`src/include/du_pkg.sv`:
```
// constants, field positions and types for the dual serial transceiver
package du_pkg;
  localparam int CHANNELS   = 2;
  localparam int FIFO_DEPTH = 64;
  localparam int BYTE_W     = 8;
  // register addresses, bank 0 (bank bit of line control clear)
  localparam logic [2:0] A_DATA  = 3'h0;
  localparam logic [2:0] A_IEN   = 3'h1;
  localparam logic [2:0] A_ISTAT = 3'h2;
  localparam logic [2:0] A_LCTL  = 3'h3;
  localparam logic [2:0] A_MCTL  = 3'h4;
  localparam logic [2:0] A_LSTAT = 3'h5;
  localparam logic [2:0] A_MSTAT = 3'h6;
  localparam logic [2:0] A_READY = 3'h7;
  // bank 1 (bank bit set)
  localparam logic [2:0] A_DIVLO = 3'h0;
  localparam logic [2:0] A_DIVHI = 3'h1;
  localparam logic [2:0] A_EFEAT = 3'h2;
  localparam logic [2:0] A_XON   = 3'h4;
  localparam logic [2:0] A_XOFF  = 3'h5;
  localparam logic [2:0] A_FLOW  = 3'h6;
  localparam logic [2:0] A_TRIG  = 3'h3;
  // field positions
  localparam int LC_STOP = 2;
  localparam int LC_PEN  = 3;
  localparam int LC_EVEN = 4;
  localparam int LC_BRK  = 6;
  localparam int LC_BANK = 7;
  localparam int MC_DTR  = 0;
  localparam int MC_RTS  = 1;
  localparam int MC_OUT  = 3;
  localparam int MC_LOOP = 4;
  localparam int MC_ANY  = 5;
  localparam int MC_PRE  = 7;
  localparam int EF_SWF  = 3;
  localparam int EF_RTS  = 6;
  localparam int EF_CTS  = 7;
  // reset values
  localparam logic [7:0]  LCTL_RST = 8'h03;
  localparam logic [15:0] DIV_RST  = 16'h0001;
  localparam logic [7:0]  XON_RST  = 8'h11;
  localparam logic [7:0]  XOFF_RST = 8'h13;
  // prescaler last count in clock cycles, then timing in oversample ticks
  localparam logic [1:0] PRE_LAST   = 2'h3;
  localparam logic [5:0] BIT_TICKS  = 6'h10;
  localparam logic [5:0] HALF_TICKS = 6'h08;
  localparam logic [5:0] STOP15_TK  = 6'h18;
  localparam logic [5:0] STOP2_TK   = 6'h20;
  localparam logic [7:0] IDLE_TICKS = 8'ha0;
  typedef enum logic [2:0] {
    S_IDLE  = 3'b000,
    S_START = 3'b001,
    S_DATA  = 3'b010,
    S_PAR   = 3'b011,
    S_STOP  = 3'b100
  } du_ser_state_t;
  typedef struct packed {
    logic       brk;
    logic       ferr;
    logic       perr;
    logic [7:0] data;
  } du_rx_entry_t;
endpackage

```
`src/hw/du_fifo.sv`:
```
// synchronous fifo with valid/ready on both sides and a fill count
`timescale 1ns/1ps
`default_nettype none
module du_fifo #(
  parameter int WIDTH = 8,
  parameter int DEPTH = 64
) (
  input  wire logic                     clk,
  input  wire logic                     rst_n,
  input  wire logic                     wr_valid,
  output logic                          wr_ready,
  input  wire logic [WIDTH-1:0]         wr_data,
  output logic                          rd_valid,
  input  wire logic                     rd_ready,
  output logic [WIDTH-1:0]              rd_data,
  output logic [$clog2(DEPTH):0]        count
);
  localparam int AW = $clog2(DEPTH);
  logic [WIDTH-1:0] mem [DEPTH];
  logic [AW-1:0]    wr_ptr;
  logic [AW-1:0]    rd_ptr;
  wire              do_wr = wr_valid & wr_ready;
  wire              do_rd = rd_valid & rd_ready;

  assign wr_ready = (count < (AW+1)'(DEPTH));
  assign rd_valid = (count != '0);
  assign rd_data  = mem[rd_ptr];

  always_ff @(posedge clk) begin
    if (do_wr) begin
      mem[wr_ptr] <= wr_data;
    end
  end

  always_ff @(posedge clk or negedge rst_n) begin
    if (!rst_n) begin
      wr_ptr <= '0;
      rd_ptr <= '0;
      count  <= '0;
    end else begin
      if (do_wr) begin
        wr_ptr <= wr_ptr + 1'b1;
      end
      if (do_rd) begin
        rd_ptr <= rd_ptr + 1'b1;
      end
      count <= count + (AW+1)'(do_wr) - (AW+1)'(do_rd);
    end
  end
endmodule
`default_nettype wire

```
`src/hw/du_top.sv`:
```
// dual serial transceiver: register bus, per-channel bit engines and modem lines
//
// Summary of operation
// - character length five to eight bits
// - even/odd/no parity, 1/1.5/2 stops, checked
// - 64-entry fifos each way, trigger-level interrupts
// - divisor bit clock with optional divide-by-four
// - receiver flags break, idle, framing, parity, overrun
// - transmitter flags fifo running empty
// - threshold register drives stop/resume of far end
// - one register shows all channels' ready states
// - option lets any character resume halted transmit
// - read strobe fall drives addressed register out
// - write strobe rise captures bus into register
// - only selected channels answer bus transfers
// - bit zero is lsb and sent first
// - clear-to-send readable, gates only when auto enabled
// - control bit zero drives terminal-ready low
// - control bit three enables irq, lowers user output
// - irq asserts for enabled error/data/space/modem sources
// - after reset irq floats, user outputs high
// - reset clears registers (line control 03, divisor 1, xon/xoff 11/13 excepted), outputs; serial idle
// - ring-indicator rising edge raises modem interrupt
// - carrier, data-set-ready, ring levels shown in status
// - control bit one drives request-to-send, auto flow
// - receive-ready low while data present or triggered
// - loop-back feeds transmit into receiver, ignores pin
`timescale 1ns/1ps
`default_nettype none
module du_top #(
  parameter int CHANNELS   = du_pkg::CHANNELS,
  parameter int FIFO_DEPTH = du_pkg::FIFO_DEPTH
) (
  input  wire logic                clk,
  input  wire logic                rst_n,
  input  wire logic [CHANNELS-1:0] channel_select_n,
  input  wire logic [2:0]          reg_addr,
  input  wire logic                read_strobe_n,
  input  wire logic                write_strobe_n,
  input  wire logic [7:0]          data_in,
  output logic      [7:0]          data_out,
  output logic                     data_oe,
  input  wire logic [CHANNELS-1:0] serial_in,
  output logic      [CHANNELS-1:0] serial_out,
  input  wire logic [CHANNELS-1:0] clear_to_send_n,
  input  wire logic [CHANNELS-1:0] data_set_ready_n,
  input  wire logic [CHANNELS-1:0] carrier_detect_n,
  input  wire logic [CHANNELS-1:0] ring_indicator_n,
  output logic      [CHANNELS-1:0] request_to_send_n,
  output logic      [CHANNELS-1:0] terminal_ready_n,
  output logic      [CHANNELS-1:0] channel_irq,
  output logic      [CHANNELS-1:0] channel_irq_oe,
  output logic      [CHANNELS-1:0] user_output,
  output logic      [CHANNELS-1:0] transmit_ready_out,
  output logic      [CHANNELS-1:0] receive_ready_out
);
  localparam int CW = $clog2(FIFO_DEPTH) + 1;

  // strobes are synchronous; edges found against last cycle's level
  logic rd_prev;
  logic wr_prev;
  wire  rd_fall = rd_prev & ~read_strobe_n;
  wire  wr_rise = ~wr_prev & write_strobe_n;

  logic [CHANNELS-1:0] tx_rdy_act;
  logic [CHANNELS-1:0] rx_rdy_act;
  logic [7:0]          ch_rdata [CHANNELS];
  wire  [7:0]          ready_word = 8'(tx_rdy_act) | (8'(rx_rdy_act) << 4);

  logic [7:0] sel_rdata;
  always_comb begin
    sel_rdata = 8'h00;
    for (int k = CHANNELS - 1; k >= 0; k--) begin
      if (!channel_select_n[k]) begin
        sel_rdata = ch_rdata[k];
      end
    end
  end

  always_ff @(posedge clk or negedge rst_n) begin
    if (!rst_n) begin
      rd_prev  <= 1'b1;
      wr_prev  <= 1'b1;
      data_out <= 8'h00;
      data_oe  <= 1'b0;
    end else begin
      rd_prev <= read_strobe_n;
      wr_prev <= write_strobe_n;
      if (rd_fall && !(&channel_select_n)) begin
        data_out <= sel_rdata;
      end
      data_oe <= ~read_strobe_n & ~(&channel_select_n);
    end
  end

  // one independent copy of the serial logic per channel
  for (genvar i = 0; i < CHANNELS; i++) begin : g_ch
    logic [7:0]  lctl, mctl, ien, efeat, xon_c, xoff_c, flow_thr, trig;
    logic [15:0] divisor, div_cnt;
    logic [1:0]  pre_cnt;
    logic        overrun, underflow, idle_flag, sw_halt, rts_hold;
    logic [3:0]  msr_delta;
    logic [3:0]  pin_prev;
    du_pkg::du_ser_state_t tx_st, rx_st;
    logic [5:0]  tx_tk, rx_tk;
    logic [2:0]  tx_bit, rx_bit;
    logic [7:0]  tx_sh, rx_sh;
    logic        tx_line, rx_par, rx_zero, rx_armed, idle_pend;
    logic [7:0]  idle_cnt;
    logic [CW-1:0] rx_cnt, tx_cnt;
    du_pkg::du_rx_entry_t rx_head, rx_new;
    logic        rx_valid, rx_push, tx_wready, tx_valid, rx_wready_w;
    logic [7:0]  tx_head;

    wire sel    = ~channel_select_n[i];
    wire bank   = lctl[du_pkg::LC_BANK];
    wire rd_hit = rd_fall & sel;
    wire wr_hit = wr_rise & sel;
    wire wr0    = wr_hit & ~bank;
    wire wr1    = wr_hit & bank;

    // bit clock: optional prescale of four, then the divisor
    wire pre_tick = ~mctl[du_pkg::MC_PRE] | (pre_cnt == du_pkg::PRE_LAST);
    wire tick     = pre_tick & (div_cnt <= 16'h0001);

    // character format
    wire [2:0] last_bit = {1'b1, lctl[1:0]};
    wire [7:0] len_mask = 8'hff >> (3'h3 - {1'b0, lctl[1:0]});
    wire [5:0] stop_tk  = !lctl[du_pkg::LC_STOP] ? du_pkg::BIT_TICKS :
                          (lctl[1:0] == 2'h0) ? du_pkg::STOP15_TK : du_pkg::STOP2_TK;
    wire       tx_par   = ^(tx_sh & len_mask) ^ ~lctl[du_pkg::LC_EVEN];
    wire       rx_pexp  = ^(rx_sh & len_mask) ^ ~lctl[du_pkg::LC_EVEN];

    // loop-back ignores the pin and hears our own transmitter
    wire rx_in  = mctl[du_pkg::MC_LOOP] ? tx_line : serial_in[i];
    wire cts_ok = ~efeat[du_pkg::EF_CTS] | ~clear_to_send_n[i];
    wire tx_go  = tick & (tx_st == du_pkg::S_IDLE) & tx_valid & cts_ok & ~sw_halt;
    wire tx_end = tick & (tx_st == du_pkg::S_STOP) & (tx_tk == stop_tk - 6'h01);
    wire smp    = tick & (rx_tk == du_pkg::BIT_TICKS - 6'h01);

    // fifo levels
    wire [CW-1:0] rx_trig = (trig[3:0] == 4'h0) ? CW'(1) : CW'({trig[3:0], 2'b00});
    wire [CW-1:0] tx_trig = (trig[7:4] == 4'h0) ? CW'(1) : CW'({trig[7:4], 2'b00});
    wire [CW-1:0] halt_lv = CW'({flow_thr[3:0], 2'b00});
    wire [CW-1:0] resm_lv = CW'({flow_thr[7:4], 2'b00});
    wire [CW-1:0] tx_free = CW'(FIFO_DEPTH) - tx_cnt;

    // received control characters under software flow
    wire swf      = efeat[du_pkg::EF_SWF];
    wire is_xoff  = swf & (rx_new.data == xoff_c);
    wire is_xon   = swf & (rx_new.data == xon_c);
    wire stop_ok  = smp & (rx_st == du_pkg::S_STOP);
    assign rx_new = '{brk: rx_zero & ~rx_in, ferr: ~rx_in, perr: rx_par,
                      data: rx_sh & len_mask};
    assign rx_push = stop_ok & ~is_xoff & ~is_xon;

    // interrupt sources
    wire src_err  = overrun | (rx_valid & (rx_head.perr | rx_head.ferr | rx_head.brk));
    wire src_data = (rx_cnt >= rx_trig);
    wire src_tx   = (tx_free >= tx_trig);
    wire src_mdm  = |msr_delta;
    wire [3:0] src = {src_mdm, src_err, src_tx, src_data};
    wire irq_lvl  = |(ien[3:0] & src);

    wire [7:0] lstat = {underflow, tx_st == du_pkg::S_IDLE && !tx_valid, !tx_valid,
                        rx_valid & rx_head.brk, rx_valid & rx_head.ferr,
                        rx_valid & rx_head.perr, overrun, rx_valid};
    wire [7:0] mstat = {~carrier_detect_n[i], ~ring_indicator_n[i], ~data_set_ready_n[i],
                        ~clear_to_send_n[i], msr_delta};
    wire [7:0] istat = {underflow, idle_flag, 2'b00, src};

    always_comb begin
      case (reg_addr)
        du_pkg::A_DATA:  ch_rdata[i] = bank ? divisor[7:0] : rx_head.data;
        du_pkg::A_IEN:   ch_rdata[i] = bank ? divisor[15:8] : ien;
        du_pkg::A_ISTAT: ch_rdata[i] = bank ? efeat : istat;
        du_pkg::A_LCTL:  ch_rdata[i] = bank ? trig : lctl;
        du_pkg::A_MCTL:  ch_rdata[i] = bank ? xon_c : mctl;
        du_pkg::A_LSTAT: ch_rdata[i] = bank ? xoff_c : lstat;
        du_pkg::A_MSTAT: ch_rdata[i] = bank ? flow_thr : mstat;
        default:         ch_rdata[i] = ready_word;
      endcase
    end

    // register writes; bank 1 slot 3 is the trigger register
    always_ff @(posedge clk or negedge rst_n) begin
      if (!rst_n) begin
        lctl     <= du_pkg::LCTL_RST;
        mctl     <= 8'h00;
        ien      <= 8'h00;
        efeat    <= 8'h00;
        xon_c    <= du_pkg::XON_RST;
        xoff_c   <= du_pkg::XOFF_RST;
        flow_thr <= 8'h00;
        trig     <= 8'h00;
        divisor  <= du_pkg::DIV_RST;
      end else if (wr_hit) begin
        if (reg_addr == du_pkg::A_LCTL && !bank) lctl <= data_in;
        if (reg_addr == du_pkg::A_LCTL && bank && data_in[du_pkg::LC_BANK]) lctl <= data_in;
        if (reg_addr == du_pkg::A_LCTL && bank && !data_in[du_pkg::LC_BANK]) begin
          trig <= data_in;
        end
        if (wr0 && reg_addr == du_pkg::A_IEN)   ien      <= data_in;
        if (wr0 && reg_addr == du_pkg::A_MCTL)  mctl     <= data_in;
        if (wr1 && reg_addr == du_pkg::A_DIVLO) divisor[7:0]  <= data_in;
        if (wr1 && reg_addr == du_pkg::A_DIVHI) divisor[15:8] <= data_in;
        if (wr1 && reg_addr == du_pkg::A_EFEAT) efeat    <= data_in;
        if (wr1 && reg_addr == du_pkg::A_XON)   xon_c    <= data_in;
        if (wr1 && reg_addr == du_pkg::A_XOFF)  xoff_c   <= data_in;
        if (wr1 && reg_addr == du_pkg::A_FLOW)  flow_thr <= data_in;
      end
    end

    // bit-rate generator
    always_ff @(posedge clk or negedge rst_n) begin
      if (!rst_n) begin
        pre_cnt <= 2'h0;
        div_cnt <= du_pkg::DIV_RST;
      end else begin
        pre_cnt <= pre_cnt + 2'h1;
        if (pre_tick) begin
          div_cnt <= tick ? divisor : div_cnt - 16'h0001;
        end
      end
    end

    // transmitter: lsb first, optional parity, programmed stop length
    always_ff @(posedge clk or negedge rst_n) begin
      if (!rst_n) begin
        tx_st   <= du_pkg::S_IDLE;
        tx_tk   <= 6'h00;
        tx_bit  <= 3'h0;
        tx_sh   <= 8'h00;
        tx_line <= 1'b1;
      end else if (tx_go) begin
        tx_st   <= du_pkg::S_START;
        tx_sh   <= tx_head;
        tx_tk   <= 6'h00;
        tx_line <= 1'b0;
      end else if (tick && tx_st != du_pkg::S_IDLE) begin
        tx_tk <= tx_tk + 6'h01;
        if (tx_st != du_pkg::S_STOP && tx_tk == du_pkg::BIT_TICKS - 6'h01) begin
          tx_tk <= 6'h00;
          case (tx_st)
            du_pkg::S_START: begin
              tx_st   <= du_pkg::S_DATA;
              tx_bit  <= 3'h0;
              tx_line <= tx_sh[0];
            end
            du_pkg::S_DATA: begin
              tx_bit <= tx_bit + 3'h1;
              if (tx_bit == last_bit) begin
                tx_st   <= lctl[du_pkg::LC_PEN] ? du_pkg::S_PAR : du_pkg::S_STOP;
                tx_line <= lctl[du_pkg::LC_PEN] ? tx_par : 1'b1;
              end else begin
                tx_line <= tx_sh[tx_bit + 3'h1];
              end
            end
            default: begin
              tx_st   <= du_pkg::S_STOP;
              tx_line <= 1'b1;
            end
          endcase
        end else if (tx_end) begin
          tx_st <= du_pkg::S_IDLE;
        end
      end
    end

    // receiver: start confirmed at mid-bit, then one sample per bit centre
    always_ff @(posedge clk or negedge rst_n) begin
      if (!rst_n) begin
        rx_st    <= du_pkg::S_IDLE;
        rx_tk    <= 6'h00;
        rx_bit   <= 3'h0;
        rx_sh    <= 8'h00;
        rx_par   <= 1'b0;
        rx_zero  <= 1'b0;
        rx_armed <= 1'b0;
      end else if (tick) begin
        rx_tk <= smp ? 6'h00 : rx_tk + 6'h01;
        case (rx_st)
          du_pkg::S_IDLE: begin
            rx_armed <= rx_in;
            if (rx_armed && !rx_in) begin
              rx_st <= du_pkg::S_START;
              rx_tk <= du_pkg::HALF_TICKS;
            end
          end
          du_pkg::S_START: if (smp) begin
            // a glitch shorter than half a bit is no start
            rx_st   <= rx_in ? du_pkg::S_IDLE : du_pkg::S_DATA;
            rx_bit  <= 3'h0;
            rx_sh   <= 8'h00;
            rx_par  <= 1'b0;
            rx_zero <= 1'b1;
          end
          du_pkg::S_DATA: if (smp) begin
            rx_sh[rx_bit] <= rx_in;
            rx_zero       <= rx_zero & ~rx_in;
            rx_bit        <= rx_bit + 3'h1;
            if (rx_bit == last_bit) begin
              rx_st <= lctl[du_pkg::LC_PEN] ? du_pkg::S_PAR : du_pkg::S_STOP;
            end
          end
          du_pkg::S_PAR: if (smp) begin
            rx_par  <= rx_in ^ rx_pexp;
            rx_zero <= rx_zero & ~rx_in;
            rx_st   <= du_pkg::S_STOP;
          end
          du_pkg::S_STOP: if (smp) begin
            rx_st    <= du_pkg::S_IDLE;
            rx_armed <= rx_in;  // a break must end before the next start
          end
          default: rx_st <= du_pkg::S_IDLE;
        endcase
      end
    end

    // sticky status; a setting event beats a clearing read
    wire rd_istat = rd_hit & ~bank & (reg_addr == du_pkg::A_ISTAT);
    wire rd_lstat = rd_hit & ~bank & (reg_addr == du_pkg::A_LSTAT);
    wire rd_mstat = rd_hit & ~bank & (reg_addr == du_pkg::A_MSTAT);
    wire [3:0] pins_now = {carrier_detect_n[i], ring_indicator_n[i],
                           data_set_ready_n[i], clear_to_send_n[i]};
    wire [3:0] chg = {pins_now[3] ^ pin_prev[3], ~pin_prev[2] & pins_now[2],
                      pins_now[1:0] ^ pin_prev[1:0]};
    wire idle_hit = tick & idle_pend & (rx_st == du_pkg::S_IDLE) & rx_in
                    & (idle_cnt == du_pkg::IDLE_TICKS);

    always_ff @(posedge clk or negedge rst_n) begin
      if (!rst_n) begin
        overrun   <= 1'b0;
        underflow <= 1'b0;
        idle_flag <= 1'b0;
        idle_pend <= 1'b0;
        idle_cnt  <= 8'h00;
        msr_delta <= 4'h0;
        pin_prev  <= 4'hf;
        sw_halt   <= 1'b0;
        rts_hold  <= 1'b0;
      end else begin
        pin_prev  <= pins_now;
        overrun   <= (rx_push & ~rx_wready_w) | (overrun & ~rd_lstat);
        underflow <= (tx_end & ~tx_valid) | (underflow & ~rd_istat);
        idle_flag <= idle_hit | (idle_flag & ~rd_istat);
        msr_delta <= {chg[3], chg[2], chg[1], chg[0]} | (msr_delta & ~{4{rd_mstat}});
        if (stop_ok) begin
          idle_pend <= 1'b1;
          idle_cnt  <= 8'h00;
        end else if (idle_hit) begin
          idle_pend <= 1'b0;
        end else if (tick && idle_pend) begin
          idle_cnt <= (rx_st == du_pkg::S_IDLE && rx_in) ? idle_cnt + 8'h01 : 8'h00;
        end
        if (stop_ok && is_xoff) begin
          sw_halt <= 1'b1;
        end else if (stop_ok && (is_xon || (mctl[du_pkg::MC_ANY] && sw_halt))) begin
          sw_halt <= 1'b0;
        end
        if (halt_lv != '0 && rx_cnt >= halt_lv) begin
          rts_hold <= 1'b1;
        end else if (rx_cnt <= resm_lv) begin
          rts_hold <= 1'b0;
        end
      end
    end

    du_fifo #(.WIDTH($bits(du_pkg::du_rx_entry_t)), .DEPTH(FIFO_DEPTH)) u_rxf (
      .clk      (clk),
      .rst_n    (rst_n),
      .wr_valid (rx_push),
      .wr_ready (rx_wready_w),
      .wr_data  (rx_new),
      .rd_valid (rx_valid),
      .rd_ready (rd_hit & ~bank & (reg_addr == du_pkg::A_DATA)),
      .rd_data  (rx_head),
      .count    (rx_cnt)
    );
    du_fifo #(.WIDTH(du_pkg::BYTE_W), .DEPTH(FIFO_DEPTH)) u_txf (
      .clk      (clk),
      .rst_n    (rst_n),
      .wr_valid (wr0 & (reg_addr == du_pkg::A_DATA)),
      .wr_ready (tx_wready),
      .wr_data  (data_in),
      .rd_valid (tx_valid),
      .rd_ready (tx_go),
      .rd_data  (tx_head),
      .count    (tx_cnt)
    );

    assign tx_rdy_act[i] = tx_wready & (src_tx | ~tx_valid);
    assign rx_rdy_act[i] = rx_valid | src_data;

    // pin outputs, all registered
    always_ff @(posedge clk or negedge rst_n) begin
      if (!rst_n) begin
        serial_out[i]         <= 1'b1;
        request_to_send_n[i]  <= 1'b1;
        terminal_ready_n[i]   <= 1'b1;
        channel_irq[i]        <= 1'b0;
        channel_irq_oe[i]     <= 1'b0;
        user_output[i]        <= 1'b1;
        transmit_ready_out[i] <= 1'b1;
        receive_ready_out[i]  <= 1'b1;
      end else begin
        serial_out[i] <= mctl[du_pkg::MC_LOOP] | (tx_line & ~lctl[du_pkg::LC_BRK]);
        request_to_send_n[i] <= ~(mctl[du_pkg::MC_RTS]
                                  & ~(efeat[du_pkg::EF_RTS] & rts_hold));
        terminal_ready_n[i]   <= ~mctl[du_pkg::MC_DTR];
        channel_irq[i]        <= mctl[du_pkg::MC_OUT] & irq_lvl;
        channel_irq_oe[i]     <= mctl[du_pkg::MC_OUT];
        user_output[i]        <= ~mctl[du_pkg::MC_OUT];
        transmit_ready_out[i] <= ~tx_rdy_act[i];
        receive_ready_out[i]  <= ~rx_rdy_act[i];
      end
    end
  end
endmodule
`default_nettype wire

```
`config.mk`:
```
export PLATFORM = sky130hd
export DESIGN_NAME = du_top
export DESIGN_NICKNAME = d
export VERILOG_FILES = /design/src/include/du_pkg.sv /design/src/hw/du_fifo.sv /design/src/hw/du_top.sv
export SDC_FILE = /design/constraint.sdc
export NUM_CORES = 2
export LEC_CHECK = 0
export BUFFER_PORTS_ARGS = -buffer_cell sky130_fd_sc_hd__buf_2
export CORE_ASPECT_RATIO = 1.4
export CORE_UTILIZATION = 49
export CTS_BUF_LIST = sky130_fd_sc_hd__clkbuf_4 sky130_fd_sc_hd__clkbuf_8
export CTS_CLUSTER_DIAMETER = 150
export DETAILED_ROUTE_END_ITERATION = 12
export HOLD_SLACK_MARGIN = 0.08
export PLACE_DENSITY = 0.65
export SYNTH_ARGS = -nofsm -noshare
export SYNTH_HDL_FRONTEND = slang
export SYNTH_SLANG_ARGS = --single-unit
```
`constraint.sdc`:
```
create_clock -name clk -period 4.9 [get_ports clk]
set_input_delay 0 -clock clk [delete_from_list [all_inputs] [get_ports clk]]
set_output_delay 0 -clock clk [all_outputs]
set_load 0.02 [all_outputs]
```
# ---- After elaboration in Yosys (flattened, before gate mapping)
# Memories as Yosys holds them, arrays and structs flattened. A register that Yosys moved wholly into a read port is not among the register bits.
# Cells that the tools add are included.
dict set report classes {
  n_shift 2
  mul 0
  addsub 36
  n_lt_le_gt_ge 20
  n_reduce_logical 153
  eq_ne 58
  div_mod_pow 0
  bitwise 197
  n_mux 154
}
# cell count
set op_table {}
lappend op_table {{8-bit two-way mux} 32}
lappend op_table {{6-bit two-way mux} 20}
lappend op_table {{8-bit one-hot mux with 7 select lines} 2}
lappend op_table {{1-bit AND} 97}
lappend op_table {{3-bit two-way mux} 26}
lappend op_table {{6-bit by 1-bit adder with 6-bit output, second input constant} 12}
lappend op_table {{1-bit inverter} 55}
lappend op_table {{2-bit AND reduction} 25}
lappend op_table {{2-bit nonzero test} 24}
lappend op_table {{1-bit logical AND} 47}
lappend op_table {{1-bit two-way mux} 46}
lappend op_table {{7-bit by 6-bit >= comparator with 1-bit output} 6}
lappend op_table {{7-bit nonzero test} 6}
lappend op_table {{3-bit one-hot mux with 2 select lines} 6}
lappend op_table {{8-bit AND} 4}
lappend op_table {{8-bit == test} 4}
lappend op_table {{16-bit by 1-bit <= comparator with 1-bit output, second input constant} 2}
lappend op_table {{16-bit two-way mux} 2}
lappend op_table {{8-bit one-hot mux with 2 select lines} 2}
lappend op_table {{4-bit AND reduction} 8}
lappend op_table {{8-bit parity} 4}
lappend op_table {{16-bit by 1-bit subtractor with 16-bit output, second input constant} 2}
lappend op_table {{3-bit one-hot mux with 5 select lines} 2}
lappend op_table {{7-bit by 1-bit adder with 7-bit output} 4}
lappend op_table {{46 further kinds} 182}
dict set report totals {
  romBits 0
  n_memories 4
  latch_bits 0
  word_cells 720
  ff_bits 415
  mem_bits_rw 2432
}
# memory depth word_bits rd rd_clocked_by_memory_dff wr line
set mem_list {}
lappend mem_list {{g_ch[0].u_rxf.mem} 64 11 1 0 1 du_fifo.sv:19} ;# logic [WIDTH-1:0] mem [DEPTH];
lappend mem_list {{g_ch[1].u_rxf.mem} 64 11 1 0 1 du_fifo.sv:19}
lappend mem_list {{g_ch[0].u_txf.mem} 64 8 1 1 1 du_fifo.sv:19}
lappend mem_list {{g_ch[1].u_txf.mem} 64 8 1 1 1 du_fifo.sv:19}

# ---- Depth between registers and ports, before layout
dict set report logic_depth {
  depth_word 11
  depth_mapped 20
}

# ---- Modules after synthesis
# From an unflattened synthesis, not the netlist that was laid out.
dict set report hier_totals {
  cells_unflattened 7127
  area_unflattened_um2 119384.5
}
# mod instances cells_each area_per_inst_um2
set modules_own_cells {}
lappend modules_own_cells {{du_fifo at g_ch[0].u_rxf} 1 1458 28497.3}
lappend modules_own_cells {{du_fifo at g_ch[1].u_rxf} 1 1389 28374.7}
lappend modules_own_cells {{du_fifo at g_ch[0].u_txf} 1 1121 21216.6}
lappend modules_own_cells {{du_fifo at g_ch[1].u_txf} 1 1109 21181.6}
lappend modules_own_cells {du_top 1 2050 20114.3}

# ---- Worst setup path before layout
# Ideal clock, no wire load.
dict set report synth_path {
  path_type {reg2reg}
  startpoint {register g_ch[1].mctl[4]}
  endpoint {register g_ch[1].idle_cnt[5]}
  arrival_time_ns 4.215
  setup_ns 0.095
  slack_ns 0.589
  stages_incl_launch_ff 11
  path_cell_list {dfrtp_1 > mux2i_1 > or4_1 > buf_1 > or4_1 > nand3_1 > and2_1 > buf_2 > or2_2 > clkbuf_1 > o31ai_1}
}
dict set report synth_between {
  elab_chain_len 6
  word_cells_on_any_way 10
  cone_classes {eq/ne (1); mux (5); bitwise (2); reduce/logical (2)}
}
# element line
set synth_lines {}
lappend synth_lines {{start, declared} du_top.sv:98} ;# logic [7:0] lctl, mctl, ien, efeat, xon_c, xoff_c, flow_thr, trig;
lappend synth_lines {{start signal, assigned} du_top.sv:204} ;# if (wr0 && reg_addr == du_pkg::A_MCTL) mctl <= data_in;
lappend synth_lines {{1-bit two-way mux *} du_top.sv:135} ;# wire rx_in = mctl[du_pkg::MC_LOOP] ? tx_line : serial_in[i];
lappend synth_lines {{1-bit logical AND} du_top.sv:354} ;# idle_cnt <= (rx_st == du_pkg::S_IDLE && rx_in) ? idle_cnt + 8'h01 : 8'h00;
lappend synth_lines {{8-bit two-way mux} du_top.sv:354}
lappend synth_lines {{8-bit two-way mux} du_top.sv:353} ;# end else if (tick && idle_pend) begin
lappend synth_lines {{8-bit two-way mux} du_top.sv:351} ;# end else if (idle_hit) begin
lappend synth_lines {{8-bit two-way mux} du_top.sv:348} ;# if (stop_ok) begin
lappend synth_lines {{end signal, assigned} du_top.sv:354}
lappend synth_lines {{end, declared} du_top.sv:109} ;# logic [7:0] idle_cnt;
# Every way passes the cells marked *; elsewhere a longest branch is shown, timed or not. The select of a mux whose other input is x is not followed.
# A chain may end at the register's enable or synchronous reset.

# ---- Final worst setup path
dict set report layout_path {
  startpoint {register g_ch[0].u_rxf.rd_ptr[0]}
  endpoint {register data_out[2]}
}
dict set report layout_between {
  elab_chain_len 8
  word_cells_on_any_way 11
  cone_classes {mux (5); bitwise (5); memory (1)}
}
# element line
set layout_lines {}
lappend layout_lines {{start, declared} du_fifo.sv:21} ;# logic [AW-1:0] rd_ptr;
lappend layout_lines {{start signal, assigned} du_fifo.sv:45} ;# rd_ptr <= rd_ptr + 1'b1;
lappend layout_lines {{memory read 64 x 11 bit *} n/a}
lappend layout_lines {{1-bit bitwise OR (2 in a row)} du_top.sv:158} ;# wire src_err = overrun | (rx_valid & (rx_head.perr | rx_head.ferr | rx_head.brk));
lappend layout_lines {{1-bit AND} du_top.sv:158}
lappend layout_lines {{1-bit bitwise OR} du_top.sv:158}
lappend layout_lines {{8-bit two-way mux} du_top.sv:176} ;# du_pkg::A_ISTAT: ch_rdata[i] = bank ? efeat : istat;
lappend layout_lines {{8-bit one-hot mux with 7 select lines *} du_top.sv:173} ;# case (reg_addr)
lappend layout_lines {{8-bit two-way mux *} du_top.sv:74} ;# if (!channel_select_n[k]) begin
lappend layout_lines {{end signal, assigned} du_top.sv:90} ;# data_out <= sel_rdata;
lappend layout_lines {{end, declared} du_top.sv:41} ;# output logic [7:0] data_out,
# Every way passes the cells marked *; elsewhere a longest branch is shown, timed or not.

==> impl_results.md <==
- Status: complete, no violations
- RR Endpoint: data_out[2]
- Longest Clk Path Bufs: 4
- CTS tree: yes
- FP Rows: 212
- CP Cell Sequence: buf_4, mux4_2, mux2i_1, a21oi_1, or4b_2, o31ai_1, nor2_1, o221a_2
- Total clock sinks: 2863
- DRC: 0
- HP Start: data_in[0]
- Top cell type's share of synthesized area: 62.1%
- Reg power frac: 56.8%
- Yosys top cell by area: edfxtp_1
- Reg2Reg Depth: 8
- Die area: 0.242 mm²
- Max VDD drop: 325 µV
- Area Growth Syn to Fin: 11.8%
- Period utilization: 89.8%
- Required time worst endpoint: 5790 ps
- Fin crit period: 4400 ps
- Largest net degree at the start of global routing: 126
- Initial antenna violation count: 17
- Vias/cell: 6.03
- Comb pwr share: 4.4%
- Top cells by area, synth: edfxtp_1 62%, mux4_2 12%, dfrtp_1 8.3%
- CP Capture Type: flop
- Syn Inst Count: 6593
- Top-count cell post-synth: edfxtp_1
- Placed Instances: 9688
- Die boundary height: 582 µm
- Sw Pwr: 10.9 mW
- Final non-filler cell total: 10500
- DRT antenna net count: 0
- CP max stage delay: 890 ps
- PortBufs: 51
- Pre-CTS setup slack: 575 ps
- Slowest-stage cell, CP: o31ai_1
- H-tree depth: 5
- First-pass GRT wire length: 435 mm
- Post-CTS setup buffers: 0
- Number of flops mapped to enable cells by yosys: 2432
- Clock Tree Root: clkbuf_8
- CP Buf/Inv Count: 1
- Syn nets: 6730
- Tot GR Track Use: 24.2%
- Pwr Total: 48.2 mW
- Clk pin slew, worst setup/hold paths: 70 ps
- Die Span X: 416 µm
- Vias in the first global route: 65600
- CP Launch Type: flop
- RSZ-0062 raised after global routing: false
- Clock power frac: 38.8%
- Synth cell count leaders: 2432 x edfxtp_1, 643 x mux4_2, 420 x nor2_1, 389 x dfrtp_1, 333 x nand2_1
- Hold path endpoint: g_ch[0].u_txf.mem[61][0]
- I/O pin cnt: 52
- Clk Latency, worst-skew pair: 1010 ps
- Mean area per synthesized cell: 17.8 µm²
- Sw Share: 22.6%
- Drt total wl: 292 mm
- TNS Setup: 0 ps
- Num CTS Buffers: 409
- Yosys reg bits: 2863
- Final net count: 7179
- Worst Max-Slew Pin Slew: 1230 ps
- Core Region: 0.238 mm²
- Hold_ws: 122 ps
- WHS Path Cells: 2
- CTS Hold Bufs: 46
- Reg2reg setup slack: 500 ps
- Filler cells: 18200
- Count of final setup violators: 0
- Pins Over Slew Limit: 0
- Pre-antenna DRT Iters: 6
- Fmax: 227 MHz
- DRT iter0 DRCs: 5853
- LEAKAGE: 46.7 nW
- Reg2reg start: g_ch[0].u_rxf.rd_ptr[0]
- Ys async rst share: 15.1%
- Worst setup margin: 501 ps
- Crit path kind: flop to flop
- Gpl congestion: 0.883
- Post-synth top flop: edfxtp_1
- Max-Cap Viols: 0
- Initial Util: 49.3%
- CP Max Fanout: 29
- Sequential-to-total area share from yosys stat: 71.3%
- Pwr dens: 367 mW/mm²
- Delay-heaviest family, CP: compound AO/OA/AOI/OAI gates
- Final Hold Fails: 0
- Layout cells sized above 1: 27.0%
- HP Class: input port to flop
- Post-CTS sizing: 0
- Pint: 37.4 mW
- WP data arrival: 5290 ps
- Vias: 63200
- Total grt overflow: 0
- Count of cell types in the netlist: 94
- Clk_skew: 59.8 ps
- Slew Limit Headroom: 18.2%
- Synth Warn #: 0
- Routed wire length per instance: 27.9 µm
- Post-synthesis instance area: 0.118 mm²
- Dpl hpwl: 186 mm
-- stage by stage --
step | utilization (%) | instance area (µm²)
2_1_floorplan | - | 118000
3_3_place_gp | 51.5 | 123000
3_5_place_dp | 51.5 | 123000
4_1_cts | 55.1 | 131000
5_1_grt | 55.1 | 131000
6_report | 55.1 | 131000
-- kinds of logic after synthesis --
kind of cell,Yosys count,share of synthesized area [%]
muxes,1036,15.9
DFF,2863,71.3
AOI/OAI and AO/OA,765,4.14
adders and majority gates,111,1.20
xor gates and xnor gates,146,1.09
buffers and inverters,494,1.67
and+or+nand+nor,1178,4.68
-- power groups by stage --
| stage | combinational (mW) | clock (mW) | sequential, mW |
|---|---|---|---|
| after floorplan | 1.29 | 0 | 27.7 |
| after global placement | 2.01 | 0 | 27.8 |
| after detailed placement | 2.08 | 0 | 27.9 |
| after CTS | 2.13 | 19.1 | 27.4 |
| after global routing | 2.34 | 20.0 | 27.4 |
| final | 2.13 | 18.7 | 27.4 |
-- final cells by class --
| cell class | instances | area, µm² | share of cell area [%] |
|---|---|---|---|
| Timing Repair Buffer | 391 | 3230 | 2.45 |
| Sequential cell | 2863 | 83900 | 63.9 |
| Clock buffer | 551 | 6840 | 5.20 |
| Antenna cell | 6 | 15.0 | 0.0114 |
| Inverter | 141 | 529 | 0.403 |
| Clock inverter | 182 | 1180 | 0.897 |
| Multi-Input combinational cell | 3236 | 31800 | 24.2 |
| Tap cell | 3103 | 3880 | 2.95 |
-- flip-flops by register name (all words and copies together) (netlist names), 14 cells and up --
signal / flops
g_ch.xoff_c: 16
g_ch.ien: 16
g_ch.flow_thr: 16
g_ch.u_rxf.count: 14
g_ch.u_rxf.mem: 1408
g_ch.mctl: 16
g_ch.xon_c: 16
g_ch.tx_sh: 16
g_ch.u_txf.count: 14
g_ch.divisor: 32
g_ch.u_txf.mem: 1024
g_ch.rx_sh: 16
g_ch.div_cnt: 32
g_ch.idle_cnt: 16
g_ch.lctl: 16
g_ch.trig: 16
g_ch.efeat: 16
-- how the worst max path moves through the flow --
stage,startpoint,endpoint,slack [ps],cells after the start
2_1_floorplan,g_ch[1].mctl[4],g_ch[1].idle_cnt[5],590,10
3_3_place_gp,reg_addr[1],data_out[2],510,9
3_5_place_dp,g_ch[0].u_rxf.rd_ptr[0],data_out[2],580,8
4_1_cts,g_ch[0].u_rxf.rd_ptr[0],data_out[2],570,8
5_1_grt,g_ch[0].u_rxf.rd_ptr[0],data_out[2],430,8
6_report,g_ch[0].u_rxf.rd_ptr[0],data_out[2],500,8
-- worst reg2reg max path: cells and delay by family (launching register included) --
family / cells / cell delay, ps
muxes: 2 / 810
and+or+nand+nor: 2 / 810
DFF: 1 / 790
buffers and inverters: 1 / 610
AOI/OAI and AO/OA: 3 / 1280
-- cell usage in the layout, fill, tap and decap left out, drive strengths merged, types with 104 or more instances in the layout --
cell	Yosys	layout
mux2	219	219
clkinv	3	155
nor2	421	421
nand2	339	339
buf	141	346
dfrtp	389	389
a21oi	195	195
clkbuf	212	551
xnor2	104	104
ha	106	106
inv	138	144
edfxtp	2432	2432
o21ai	214	214
mux2i	174	174
mux4	643	643
-- routing by layer --
metal / wire, µm / part of all wire, % / up-vias / GRT usage (%)
met2: 150000 / 51 / 2386 / 41.7
met5: 142 / 0.049 / - / 0
met4: 13300 / 4.6 / 20 / 10.5
li1: - / - / 27200 / -
met1: 111000 / 38 / 32900 / 30.2
met3: 18000 / 6.2 / 633 / 3.98
(Power assumes the default switching activity.)
